$ cat src/hdl/power_mgmt_control_status_defs.svh
// offsets, field positions, reset values and timing counts of the power csr block
`ifndef POWER_MGMT_CONTROL_STATUS_DEFS_SVH
`define POWER_MGMT_CONTROL_STATUS_DEFS_SVH
// configuration space offset of the power management control/status word
`define POWER_MGMT_CONTROL_STATUS_CFG_OFF 8'h44
// field positions inside the power management control/status word
`define POWER_MGMT_CONTROL_STATUS_STATE_LSB 0
`define POWER_MGMT_CONTROL_STATUS_STATE_MSB 1
`define POWER_MGMT_CONTROL_STATUS_WAKE_EN_BIT 8
`define POWER_MGMT_CONTROL_STATUS_WAKE_STS_BIT 15
`define POWER_MGMT_CONTROL_STATUS_RESET_VAL 32'h00000000
`define POWER_MGMT_CONTROL_STATUS_OP_RESET_VAL 32'h00000000
// operational register offsets
`define POWER_MGMT_CONTROL_STATUS_COMMAND_CONTROL 8'h00
`define POWER_MGMT_CONTROL_STATUS_DEVICE_CONFIGURATION 8'h04
`define POWER_MGMT_CONTROL_STATUS_EEPROM_ACCESS 8'h08
`define POWER_MGMT_CONTROL_STATUS_BUS_TEST_CONTROL 8'h0C
`define POWER_MGMT_CONTROL_STATUS_INTERRUPT_STATUS 8'h10
`define POWER_MGMT_CONTROL_STATUS_INTERRUPT_MASK 8'h14
`define POWER_MGMT_CONTROL_STATUS_INTERRUPT_ENABLE 8'h18
`define POWER_MGMT_CONTROL_STATUS_TX_DESCRIPTOR_POINTER 8'h20
`define POWER_MGMT_CONTROL_STATUS_TX_CONFIGURATION 8'h24
`define POWER_MGMT_CONTROL_STATUS_RX_DESCRIPTOR_POINTER 8'h30
`define POWER_MGMT_CONTROL_STATUS_RX_CONFIGURATION 8'h34
`define POWER_MGMT_CONTROL_STATUS_CLOCK_RUN_CONTROL 8'h3C
`define POWER_MGMT_CONTROL_STATUS_WAKE_LAN_CONTROL 8'h40
`define POWER_MGMT_CONTROL_STATUS_PAUSE_FLOW_CONTROL 8'h44
`define POWER_MGMT_CONTROL_STATUS_RX_FILTER_CONTROL 8'h48
`define POWER_MGMT_CONTROL_STATUS_RX_FILTER_DATA 8'h4C
`define POWER_MGMT_CONTROL_STATUS_BOOT_ROM_ADDRESS 8'h50
`define POWER_MGMT_CONTROL_STATUS_BOOT_ROM_DATA 8'h54
`define POWER_MGMT_CONTROL_STATUS_SILICON_REVISION 8'h58
`define POWER_MGMT_CONTROL_STATUS_STATISTICS_CONTROL 8'h5C
`define POWER_MGMT_CONTROL_STATUS_STATISTICS_FIRST 8'h60
`define POWER_MGMT_CONTROL_STATUS_STATISTICS_LAST 8'h78
`define POWER_MGMT_CONTROL_STATUS_PHY_BASIC_CONTROL 8'h80
`define POWER_MGMT_CONTROL_STATUS_PHY_BASIC_STATUS 8'h84
`define POWER_MGMT_CONTROL_STATUS_PHY_IDENTIFIER_HIGH 8'h88
`define POWER_MGMT_CONTROL_STATUS_PHY_IDENTIFIER_LOW 8'h8C
`define POWER_MGMT_CONTROL_STATUS_AUTONEG_ADVERTISEMENT 8'h90
`define POWER_MGMT_CONTROL_STATUS_AUTONEG_PARTNER_ABILITY 8'h94
`define POWER_MGMT_CONTROL_STATUS_AUTONEG_EXPANSION 8'h98
`define POWER_MGMT_CONTROL_STATUS_AUTONEG_NEXT_PAGE_TX 8'h9C
`define POWER_MGMT_CONTROL_STATUS_PHY_LINK_STATUS 8'hC0
`define POWER_MGMT_CONTROL_STATUS_PHY_IRQ_CONTROL 8'hC4
`define POWER_MGMT_CONTROL_STATUS_PHY_IRQ_STATUS 8'hC8
`define POWER_MGMT_CONTROL_STATUS_FALSE_CARRIER_COUNTER 8'hD0
`define POWER_MGMT_CONTROL_STATUS_RX_ERROR_COUNTER 8'hD4
`define POWER_MGMT_CONTROL_STATUS_FAST_PCS_CONFIG_STATUS 8'hD8
`define POWER_MGMT_CONTROL_STATUS_PHY_CONTROL 8'hE4
`define POWER_MGMT_CONTROL_STATUS_TEN_BASE_T_CONTROL_STATUS 8'hE8
// read answer latency in clock cycles
`define POWER_MGMT_CONTROL_STATUS_READ_LATENCY 1
`endif

$ cat src/hdl/power_mgmt_control_status_pkg.sv
// types shared by the power csr and register map block
package power_mgmt_control_status_pkg;
  // address space that a host access targets
  typedef enum logic [1:0] {
    POWER_MGMT_CONTROL_STATUS_SPACE_CFG = 2'h0,
    POWER_MGMT_CONTROL_STATUS_SPACE_MEM = 2'h1,
    POWER_MGMT_CONTROL_STATUS_SPACE_IO = 2'h3
  } power_mgmt_control_status_space_t;
  // power state encodings as stored in the field
  typedef enum logic [1:0] {
    POWER_MGMT_CONTROL_STATUS_D0 = 2'h0,
    POWER_MGMT_CONTROL_STATUS_D1 = 2'h1,
    POWER_MGMT_CONTROL_STATUS_D2 = 2'h2,
    POWER_MGMT_CONTROL_STATUS_D3 = 2'h3
  } power_mgmt_control_status_power_state_field_t;
  // one host access, valid for one cycle
  typedef struct packed {
    logic valid;
    logic write;
    power_mgmt_control_status_space_t space;
    logic [31:0] addr;
    logic [3:0] byte_en;
    logic [31:0] wdata;
  } power_mgmt_control_status_req_t;
  // read answer
  typedef struct packed {
    logic valid;
    logic [31:0] rdata;
  } power_mgmt_control_status_rsp_t;
endpackage

$ cat src/hdl/power_mgmt_control_status_regs.sv
// power management csr and operational register decode of the ethernet controller
//
// How it works
// - bridge, reserved and unused csr bits read zero
// - wake status is a sticky flag from events
// - wake status records even with wake disabled
// - enable set lets pending wake drive pin
// - enable clear holds wake pin inactive
// - enable bit can be preset from eeprom
// - power state coded 00 D0 to 11 D3
// - state reads current, writes request new state
// - hard reset clears whole csr to zero
// - operational set decoded in memory and io windows
// - writes to reserved offsets change nothing
// - reserved offset reads return don't-care value
// - statistics counters are read-only words 60h-78h
// - phy registers mapped from offset 80h onward
`include "power_mgmt_control_status_defs.svh"
`timescale 1ns/100ps
`default_nettype none
module power_mgmt_control_status_regs
  import power_mgmt_control_status_pkg::*;
#(
  parameter logic [31:0] MEM_BASE = 32'h00001000,
  parameter logic [31:0] IO_BASE = 32'h00000100,
  parameter int STAT_WORDS = 7,
  // arbitrary neutral identity values
  parameter logic [31:0] SILICON_REV = 32'h00000001,
  parameter logic [31:0] PHY_ID_HIGH = 32'h00001234,
  parameter logic [31:0] PHY_ID_LOW = 32'h00005678
) (
  // clock and resets
  input wire logic clk,
  input wire logic rst,
  input wire logic soft_rst,
  // host access
  input wire power_mgmt_control_status_req_t host_req,
  output power_mgmt_control_status_rsp_t host_rsp,
  // wake logic and eeprom preset
  input wire logic wake_event,
  input wire logic eeprom_load,
  input wire logic eeprom_wake_en,
  // read-only state from the rest of the controller
  input wire logic [31:0] irq_status_in,
  input wire logic [31:0] phy_basic_status_in,
  input wire logic [31:0] phy_link_status_in,
  input wire logic [STAT_WORDS*32-1:0] stat_counters_in,
  // power and wake outputs
  output power_mgmt_control_status_power_state_field_t power_state,
  output logic wake_event_enable,
  output logic wake_event_status,
  output logic wake_output_n
);

  initial begin
    if (MEM_BASE[7:0] != 8'h00 || IO_BASE[7:0] != 8'h00) begin
      $error("window bases must be aligned to 256 bytes");
    end
    if (STAT_WORDS != 7) begin
      $error("statistics block spans exactly seven words");
    end
  end

  // operational offsets that hold software-writable storage
  function automatic logic is_rw(input logic [7:0] off);
    case (off)
      `POWER_MGMT_CONTROL_STATUS_COMMAND_CONTROL, `POWER_MGMT_CONTROL_STATUS_DEVICE_CONFIGURATION, `POWER_MGMT_CONTROL_STATUS_EEPROM_ACCESS,
      `POWER_MGMT_CONTROL_STATUS_BUS_TEST_CONTROL, `POWER_MGMT_CONTROL_STATUS_INTERRUPT_MASK, `POWER_MGMT_CONTROL_STATUS_INTERRUPT_ENABLE,
      `POWER_MGMT_CONTROL_STATUS_TX_DESCRIPTOR_POINTER, `POWER_MGMT_CONTROL_STATUS_TX_CONFIGURATION, `POWER_MGMT_CONTROL_STATUS_RX_DESCRIPTOR_POINTER,
      `POWER_MGMT_CONTROL_STATUS_RX_CONFIGURATION, `POWER_MGMT_CONTROL_STATUS_CLOCK_RUN_CONTROL, `POWER_MGMT_CONTROL_STATUS_WAKE_LAN_CONTROL,
      `POWER_MGMT_CONTROL_STATUS_PAUSE_FLOW_CONTROL, `POWER_MGMT_CONTROL_STATUS_RX_FILTER_CONTROL, `POWER_MGMT_CONTROL_STATUS_RX_FILTER_DATA,
      `POWER_MGMT_CONTROL_STATUS_BOOT_ROM_ADDRESS, `POWER_MGMT_CONTROL_STATUS_BOOT_ROM_DATA, `POWER_MGMT_CONTROL_STATUS_STATISTICS_CONTROL,
      `POWER_MGMT_CONTROL_STATUS_PHY_BASIC_CONTROL, `POWER_MGMT_CONTROL_STATUS_AUTONEG_ADVERTISEMENT, `POWER_MGMT_CONTROL_STATUS_AUTONEG_PARTNER_ABILITY,
      `POWER_MGMT_CONTROL_STATUS_AUTONEG_EXPANSION, `POWER_MGMT_CONTROL_STATUS_AUTONEG_NEXT_PAGE_TX, `POWER_MGMT_CONTROL_STATUS_PHY_IRQ_CONTROL,
      `POWER_MGMT_CONTROL_STATUS_PHY_IRQ_STATUS, `POWER_MGMT_CONTROL_STATUS_FALSE_CARRIER_COUNTER, `POWER_MGMT_CONTROL_STATUS_RX_ERROR_COUNTER,
      `POWER_MGMT_CONTROL_STATUS_FAST_PCS_CONFIG_STATUS, `POWER_MGMT_CONTROL_STATUS_PHY_CONTROL, `POWER_MGMT_CONTROL_STATUS_TEN_BASE_T_CONTROL_STATUS: begin
        is_rw = 1'b1;
      end
      default: begin
        is_rw = 1'b0;
      end
    endcase
  endfunction

  // byte-enable merge of a write into an old word
  function automatic logic [31:0] merge(input logic [31:0] old, input logic [31:0] nw,
                                        input logic [3:0] be);
    logic [31:0] res;
    res = old;
    for (int i = 0; i < 4; i++) begin
      if (be[i]) begin
        res[i*8 +: 8] = nw[i*8 +: 8];
      end
    end
    merge = res;
  endfunction

  // window decode: config, memory or io access
  logic [7:0] off;
  logic cfg_hit;
  logic op_hit;
  logic csr_wr;
  logic op_wr;
  assign off = {host_req.addr[7:2], 2'b00};
  assign cfg_hit = host_req.valid && host_req.space == POWER_MGMT_CONTROL_STATUS_SPACE_CFG && off == `POWER_MGMT_CONTROL_STATUS_CFG_OFF;
  assign op_hit = host_req.valid && ((host_req.space == POWER_MGMT_CONTROL_STATUS_SPACE_MEM &&
                  host_req.addr[31:8] == MEM_BASE[31:8]) || (host_req.space == POWER_MGMT_CONTROL_STATUS_SPACE_IO &&
                  host_req.addr[31:8] == IO_BASE[31:8]));
  assign csr_wr = cfg_hit && host_req.write;
  assign op_wr = op_hit && host_req.write && is_rw(off);

  // power state field: hard reset to D0, untouched by soft reset
  power_mgmt_control_status_power_state_field_t power_state_field_ff;
  always_ff @(posedge clk) begin
    if (rst) begin
      power_state_field_ff <= POWER_MGMT_CONTROL_STATUS_D0;
    end else if (csr_wr && host_req.byte_en[0]) begin
      power_state_field_ff <= power_mgmt_control_status_power_state_field_t'(host_req.wdata[`POWER_MGMT_CONTROL_STATUS_STATE_MSB:`POWER_MGMT_CONTROL_STATUS_STATE_LSB]);
    end
  end

  // wake enable: software write, eeprom preset; soft reset ignored
  logic wake_en_ff;
  always_ff @(posedge clk) begin
    if (rst) begin
      wake_en_ff <= 1'b0;
    end else if (eeprom_load) begin
      wake_en_ff <= eeprom_wake_en;
    end else if (csr_wr && host_req.byte_en[1]) begin
      wake_en_ff <= host_req.wdata[`POWER_MGMT_CONTROL_STATUS_WAKE_EN_BIT];
    end
  end

  // sticky wake status, cleared by writing one; a new event beats the clear
  logic wake_sts_ff;
  logic sts_clr;
  assign sts_clr = csr_wr && host_req.byte_en[1] && host_req.wdata[`POWER_MGMT_CONTROL_STATUS_WAKE_STS_BIT];
  always_ff @(posedge clk) begin
    if (rst) begin
      wake_sts_ff <= 1'b0;
    end else if (wake_event) begin
      wake_sts_ff <= 1'b1;
    end else if (sts_clr) begin
      wake_sts_ff <= 1'b0;
    end
  end
  // soft_rst deliberately reaches none of the three csr processes above

  // wake pin: registered, low the cycle after enable and a pending wake are both set
  logic wake_n_ff;
  always_ff @(posedge clk) begin
    if (rst) begin
      wake_n_ff <= 1'b1;
    end else begin
      wake_n_ff <= ~(wake_en_ff & wake_sts_ff);
    end
  end

  // writable operational storage; soft reset restores it, unlike the csr
  logic [31:0] op_mem [0:63];
  always_ff @(posedge clk) begin
    if (rst || soft_rst) begin
      for (int i = 0; i < 64; i++) begin
        op_mem[i] <= `POWER_MGMT_CONTROL_STATUS_OP_RESET_VAL;
      end
    end else if (op_wr) begin
      op_mem[off[7:2]] <= merge(op_mem[off[7:2]], host_req.wdata, host_req.byte_en);
    end
  end

  // csr word as read: unused and reserved ranges are zero
  logic [31:0] csr_word;
  always_comb begin
    csr_word = `POWER_MGMT_CONTROL_STATUS_RESET_VAL;
    csr_word[`POWER_MGMT_CONTROL_STATUS_STATE_MSB:`POWER_MGMT_CONTROL_STATUS_STATE_LSB] = power_state_field_ff;
    csr_word[`POWER_MGMT_CONTROL_STATUS_WAKE_EN_BIT] = wake_en_ff;
    csr_word[`POWER_MGMT_CONTROL_STATUS_WAKE_STS_BIT] = wake_sts_ff;
  end

  // operational read mux; reserved offsets give zero, which software must not trust
  logic [31:0] op_word;
  logic [2:0] stat_idx;
  assign stat_idx = 3'(off[7:2] - 6'h18);
  always_comb begin
    op_word = 32'h00000000;
    if (is_rw(off)) begin
      op_word = op_mem[off[7:2]];
    end else if (off >= `POWER_MGMT_CONTROL_STATUS_STATISTICS_FIRST && off <= `POWER_MGMT_CONTROL_STATUS_STATISTICS_LAST) begin
      op_word = stat_counters_in[stat_idx*32 +: 32];
    end else begin
      case (off)
        `POWER_MGMT_CONTROL_STATUS_INTERRUPT_STATUS: begin
          op_word = irq_status_in;
        end
        `POWER_MGMT_CONTROL_STATUS_SILICON_REVISION: begin
          op_word = SILICON_REV;
        end
        `POWER_MGMT_CONTROL_STATUS_PHY_BASIC_STATUS: begin
          op_word = phy_basic_status_in;
        end
        `POWER_MGMT_CONTROL_STATUS_PHY_IDENTIFIER_HIGH: begin
          op_word = PHY_ID_HIGH;
        end
        `POWER_MGMT_CONTROL_STATUS_PHY_IDENTIFIER_LOW: begin
          op_word = PHY_ID_LOW;
        end
        `POWER_MGMT_CONTROL_STATUS_PHY_LINK_STATUS: begin
          op_word = phy_link_status_in;
        end
        default: begin
          op_word = 32'h00000000;
        end
      endcase
    end
  end

  // read answer one cycle after the request; misses answer zero so the host never hangs
  power_mgmt_control_status_rsp_t rsp_ff;
  always_ff @(posedge clk) begin
    if (rst) begin
      rsp_ff <= '0;
    end else begin
      rsp_ff.valid <= host_req.valid && !host_req.write;
      rsp_ff.rdata <= cfg_hit ? csr_word : (op_hit ? op_word : 32'h00000000);
    end
  end

  assign host_rsp = rsp_ff;
  assign power_state = power_state_field_ff;
  assign wake_event_enable = wake_en_ff;
  assign wake_event_status = wake_sts_ff;
  assign wake_output_n = wake_n_ff;
endmodule
`default_nettype wire

$ cat config.mk
export PLATFORM = sky130hd
export DESIGN_NAME = power_mgmt_control_status_regs
export DESIGN_NICKNAME = d
export VERILOG_FILES = /design/src/hdl/power_mgmt_control_status_pkg.sv /design/src/hdl/power_mgmt_control_status_regs.sv
export VERILOG_INCLUDE_DIRS = /design/src /design/src/hdl
export SDC_FILE = /design/constraint.sdc
export NUM_CORES = 2
export LEC_CHECK = 0
export BUFFER_PORTS_ARGS = -buffer_cell sky130_fd_sc_hd__buf_2
export CAP_MARGIN = 30
export CORE_ASPECT_RATIO = 0.75
export CORE_MARGIN = 2
export CORE_UTILIZATION = 40
export DETAILED_ROUTE_END_ITERATION = 10
export GPL_TIMING_DRIVEN = 0
export PLACE_DENSITY_LB_ADDON = 0.1
export SLEW_MARGIN = 20
export SYNTH_ARGS = -nofsm -noshare
export SYNTH_HDL_FRONTEND = slang
export SYNTH_SLANG_ARGS = --single-unit
$ cat constraint.sdc
create_clock -name clk -period 5.1 [get_ports clk]
set_input_delay 1.275 -clock clk [delete_from_list [all_inputs] [get_ports clk]]
set_output_delay 1.275 -clock clk [all_outputs]
set_load 0.01 [all_outputs]
After elaboration in Yosys (flattened, before gate mapping)
Memories as Yosys holds them, arrays and structs flattened.
Index checks and enable logic that the tools add are counted.
{ "totals": {"register_bits": 38, "latchBits": 0, "ram_bits": 2048, "mem_bits_ro": 0, "in_bits": 398, "out_inout_bits": 38, "wordCells": 107, "mem_count": 1} }
{ "memory_table": {"columns": ["name", "words", "word_bits", "rd", "rd_ports_with_merged_regs", "write_ports", "line", "rtl"], "rows": [
  ["op_mem", 64, 32, 1, 0, 64, "power_mgmt_control_status_regs.sv:160", "logic [31:0] op_mem [0:63];"]
]} }
{ "classes": {"addsub": 1, "mul": 0, "div_mod_pow": 0, "order_cmp": 2, "eq_ne": 39, "shift": 1, "n_mux": 30, "bitwise": 3, "n_reduce_logical": 23} }
{ "op_table": {"columns": ["cell", "n"], "rows": [
  ["$shiftx A224 B9 Y32", 1],
  ["$pmux W32 S6", 1],
  ["$eq A6 B6 Y1 const B", 16],
  ["$mux W32", 3],
  ["$mux W8", 12],
  ["$eq A6 B5 Y1 const B", 8],
  ["$mux W16", 2],
  ["$reduce_or A32 Y1", 1],
  ["$eq A6 B4 Y1 const B", 5],
  ["$reduce_or A30 Y1", 1],
  ["$eq A24 B1 Y1 const B", 1],
  ["$eq A24 B5 Y1 const B", 1],
  ["$eq A6 B3 Y1 const B", 3],
  ["$logic_and A1 B1 Y1", 13],
  ["$eq A6 B2 Y1 const B", 2],
  ["$mux W1", 11],
  ["$ge A8 B7 Y1 const B", 1],
  ["$le A8 B7 Y1 const B", 1],
  ["$logic_not A8 Y1", 1],
  ["$eq A6 B1 Y1 const B", 1],
  ["$mux W6", 1],
  ["$reduce_bool A2 Y1", 2],
  ["$reduce_or A3 Y1", 1],
  ["$sub A3 B1 Y3 const B", 1],
  ["other kinds (7)", 9]
]} }

Depth between registers and ports, before layout
{ "logic_depth": {"word_depth": 11, "depth_mapped": 13} }

Worst setup path before layout
OpenSTA, ideal clock, no wires.
{ "synth_timing": {"kind": "in2reg", "start": "input host_req[38] in the netlist's numbering", "end": "memory op_mem[52][0], enable pin", "setup_ns": 0.389, "t_arrival_ns": 3.690, "required_time_ns": 4.711, "slack_ns": 1.020, "stages": 11, "path_cell_list": "buf_6 -> buf_6 -> buf_8 -> buf_6 -> buf_6 -> buf_6 -> buf_2 -> nor3_2 -> nand3_1 -> clkbuf_1 -> nand2_1"} }
{ "synth_rtl": {"columns": ["item", "line", "rtl"], "rows": [
  ["start, declared", "power_mgmt_control_status_regs.sv:37", "input wire power_mgmt_control_status_req_t host_req,"],
  ["end, declared", "power_mgmt_control_status_regs.sv:160", null]
]} }

Worst setup path in the final report
{ "layout_timing": {"start": "input host_req[43] in the netlist's numbering", "end": "register rsp_ff (netlist bit host_rsp[25])"} }
{ "layout_between": {"elab_chain_len": 4, "elab_cells_between_ends": 47, "classes_between": "order compare (2); eq/ne (35); mux (4); reduce/logical (5); memory (1)"} }
{ "layout_lines": {"columns": ["item", "line", "rtl"], "rows": [
  ["$ge A8 B7 Y1 (no source line), or another cell as far along", null, null],
  ["$logic_and A1 B1 Y1 (no source line), or another cell as far along", null, null],
  ["$mux W32 / $mux W1 (equally long branches)", "power_mgmt_control_status_regs.sv:188, power_mgmt_control_status_regs.sv:66", null],
  ["$mux W32", "power_mgmt_control_status_regs.sv:186", "if (is_rw(off)) begin"],
  ["end, declared", "power_mgmt_control_status_regs.sv:218", "power_mgmt_control_status_rsp_t rsp_ff;"]
]} }
Several ways; a longest one is shown, not always the timed one.
A chain may end at the register's enable or synchronous reset.

==> metrics.txt <==
setup skew after layout 62.2 ps; Post-Route Setup TNS -44780 ps; kind of path behind the tightest hold check register to register; tightest slew margin relative to the limit 13.7%; routed wire length per instance 42.1 µm; standard-cell row count 149; fin crit period 5410 ps; portion of synthesized cell area occupied by the leading cell type 69.1%; Sink Count 2086; final total power 41400 µW; start-to-end type of the worst setup path input port to register; wire length reported by the detailed router 451000 µm; DPL Wire Length 324000 µm; violated checks setup timing; combined area of the multi-input logic cells 0.0282 mm²; amount of wire on met2 after detailed routing 177000 µm; fraction of layout instances using a drive strength above 1 20.1%; clock tree from TritonCTS done; largest net degree at the start of global routing 33; final setup margin -312 ps; via count of the first global-routing pass 57.8k; number of H-tree levels 4; instance count of the mapped netlist 5733; detailed-routing wirelength on met1 174000 µm; number of instances in the placed design 10.3k; arrival time of the worst setup path 6100 ps; Routability Congestion 1.08; max-cap violation count 0; Clk pin slew, worst setup/hold paths 60 ps; global-route wire length before repair 572000 µm; hold buffers post-CTS 0; height of the chip 412 µm; global-route usage over all layers 39.3%; post-route DRC violation count 0; worst-case clock buffer depth 4; startpoint type of the worst setup path input port; Max Fclk 185 MHz; Fill cells 19.3k; count of distinct cell types in the synthesized netlist 100; required time worst endpoint 5790 ps; outcome finished, violations left; final clock period utilization by the worst path 106%; sequential cell area 0.0623 mm²; Synth area leader edfxtp_1; max-slew violation count 0; Max FO, Critical Path 10; power density normalized to cell area 383 mW/mm²; global-route congestion overflow total 0; slew at the pin closest to its max-slew limit 1290 ps; Detailed Route Iter0 Violations 12.2k; static power due to leakage 0.0427 µW; cell area after technology mapping 0.0889 mm²; Core ar. 0.221 mm²; Setup violations, final 419; number of flops mapped to enable cells by yosys 2048; sequential cell area fraction in the yosys report 70.0%; Peak supply drop 274 µV; final design utilization 49.0%; total number of nets in the final design 7973; number of synthesized register bits 2086; die area 0.226 mm²; cells taking the most area after synthesis edfxtp_1 69%, mux2i_1 8.3%, mux4_2 4.8%; horizontal extent of the die 549 µm; root buffer cell clkbuf_16; dominant synthesized flop cell edfxtp_1; number of synthesis warnings 0; effective utilization at floorplan 40.3%; Post-synth ARST share 0%; post-synthesis average cell area 15.5 µm²; clock buffer count from CTS 218; number of buffers inserted by port buffering 427; total met3 wirelength after detailed routing 76600 µm; final number of hold-violating endpoints 0; P&R area growth vs syn 21.4%; nature of the critical path endpoint register; clock insertion delay at the later pin of the skew report 910 ps; Pre-Repair DR Iteration Count 9; top-level port count 436; number of nets with antenna violations after detailed routing 0; number of standard cells in the final layout excluding fillers 10.7k; initial antenna violation count 66; worst setup slack after placement -1720 ps; via count of the routed design 63.5k; via/cell ratio 5.92; Top Metal Used met5
cell type report:
cell class                 count  area share [%]
multi-input combinational   4222            26.1
tap                         2944            3.41
inverter                      42           0.199
buffer                       467            2.76
timing repair buffer         538            3.49
antenna                       39          0.0903
clock inverter               117            1.00
sequential                  2086            57.6
clock buffer                 266            5.28
power breakdown:
part	switching, µW	internal, µW	leakage, µW
Combinational	3840	1350	0.0173
Sequential	284	20000	0.0221
Clock	7040	8910	0.00333
critical path, cell delays in order:
cell and delay [ps]:
buf_2 140, buf_2 250, buf_2 320, clkdlybuf4s15_1 860, nand2_1 440, nor2_1 840, a222oi_1 480, o21ai_0 340
nor2_1 200, a311oi_1 910
stage by stage:
stage,area (µm²),hold slack (ps)
after floorplan,93000,446
after global placement,98800,431
after detailed placement,101000,436
after CTS,108000,447
after global routing,108000,464
final,108000,453
sequential cells by signal (all words and copies together), names as in the netlist:
| signal | count |
|---|---|
| host_rsp | 33 |
| wake_output_n | 1 |
| op_mem | 2048 |
| wake_event_status | 1 |
| power_state | 2 |
| wake_event_enable | 1 |
cell families after synthesis:
logic type / synth area share [%]
other: 0.00422
AO/OA/AOI/OAI: 6.13
buffers and inverters: 3.47
AND/OR/NAND/NOR: 7.19
flip-flops: 70.0
multiplexers: 13.2
repair_timing:
action / CTS / global route
setup buffers: 4 / 1
pin swaps: 6 / 2
endpoints found under the setup margin: 471 / 394
gates resized for setup: 34 / 23
cloned: 0 / 0
worst paths after layout:
path,start,endpoint,slack (ps),cells past startpoint
worst max-delay path,host_req[43],host_rsp[25],-310,10
worst min-delay path,wake_event_enable,wake_output_n,450,1
worst max register to register,op_mem[47][14],op_mem[6][14],1000,8
worst min register to register,wake_event_enable,wake_output_n,450,1
per-layer routing:
| metal | track usage [%] | vias up |
|---|---|---|
| li1 | - | 24800 |
| met1 | 52.9 | 32500 |
| met2 | 52.9 | 5268 |
| met3 | 19.8 | 876 |
| met4 | 16.9 | 30 |
| met5 | 0 | - |
cells in the mapped netlist (4+ instances only):
library cell and number:
and3b_1 5, and2_1 11, o211ai_1 61, a21oi_1 71
buf_6 81, buf_4 103, nor3_2 4, nor4_1 8
dfxtp_1 38, a22o_1 14, nor2_1 962, mux4_2 189
o22ai_1 53, o21ai_0 44, edfxtp_1 2048, a2111oi_0 6
inv_1 39, and3_1 17, a221o_1 5, nand3_1 125
nor2_2 31, o21bai_4 5, nor4_2 7, clkbuf_1 158
nor3_1 41, o22ai_2 6, nand2_1 139, a22oi_1 342
nand2b_1 14, nand3b_1 5, a211oi_1 14, a222oi_1 30
o21bai_2 4, a221oi_1 7, nor2b_1 25, a31oi_1 24
a21o_1 8, mux2_2 5, mux2i_1 738, buf_1 17
nand4_1 33, buf_2 107, and4_1 4
cell usage in the layout, fill, tap and decap left out, types with 61 or more instances in the layout:
cell,instances
edfxtp_1,2048
nand2_1,106
a21oi_1,67
conb_1,1088
a22oi_1,331
mux4_2,189
nor2_1,952
clkbuf_16,220
nand3_1,125
buf_6,121
clkbuf_1,178
mux2i_1,736
o211ai_1,61
buf_2,541
buf_4,123
(Power assumes the default switching activity.)
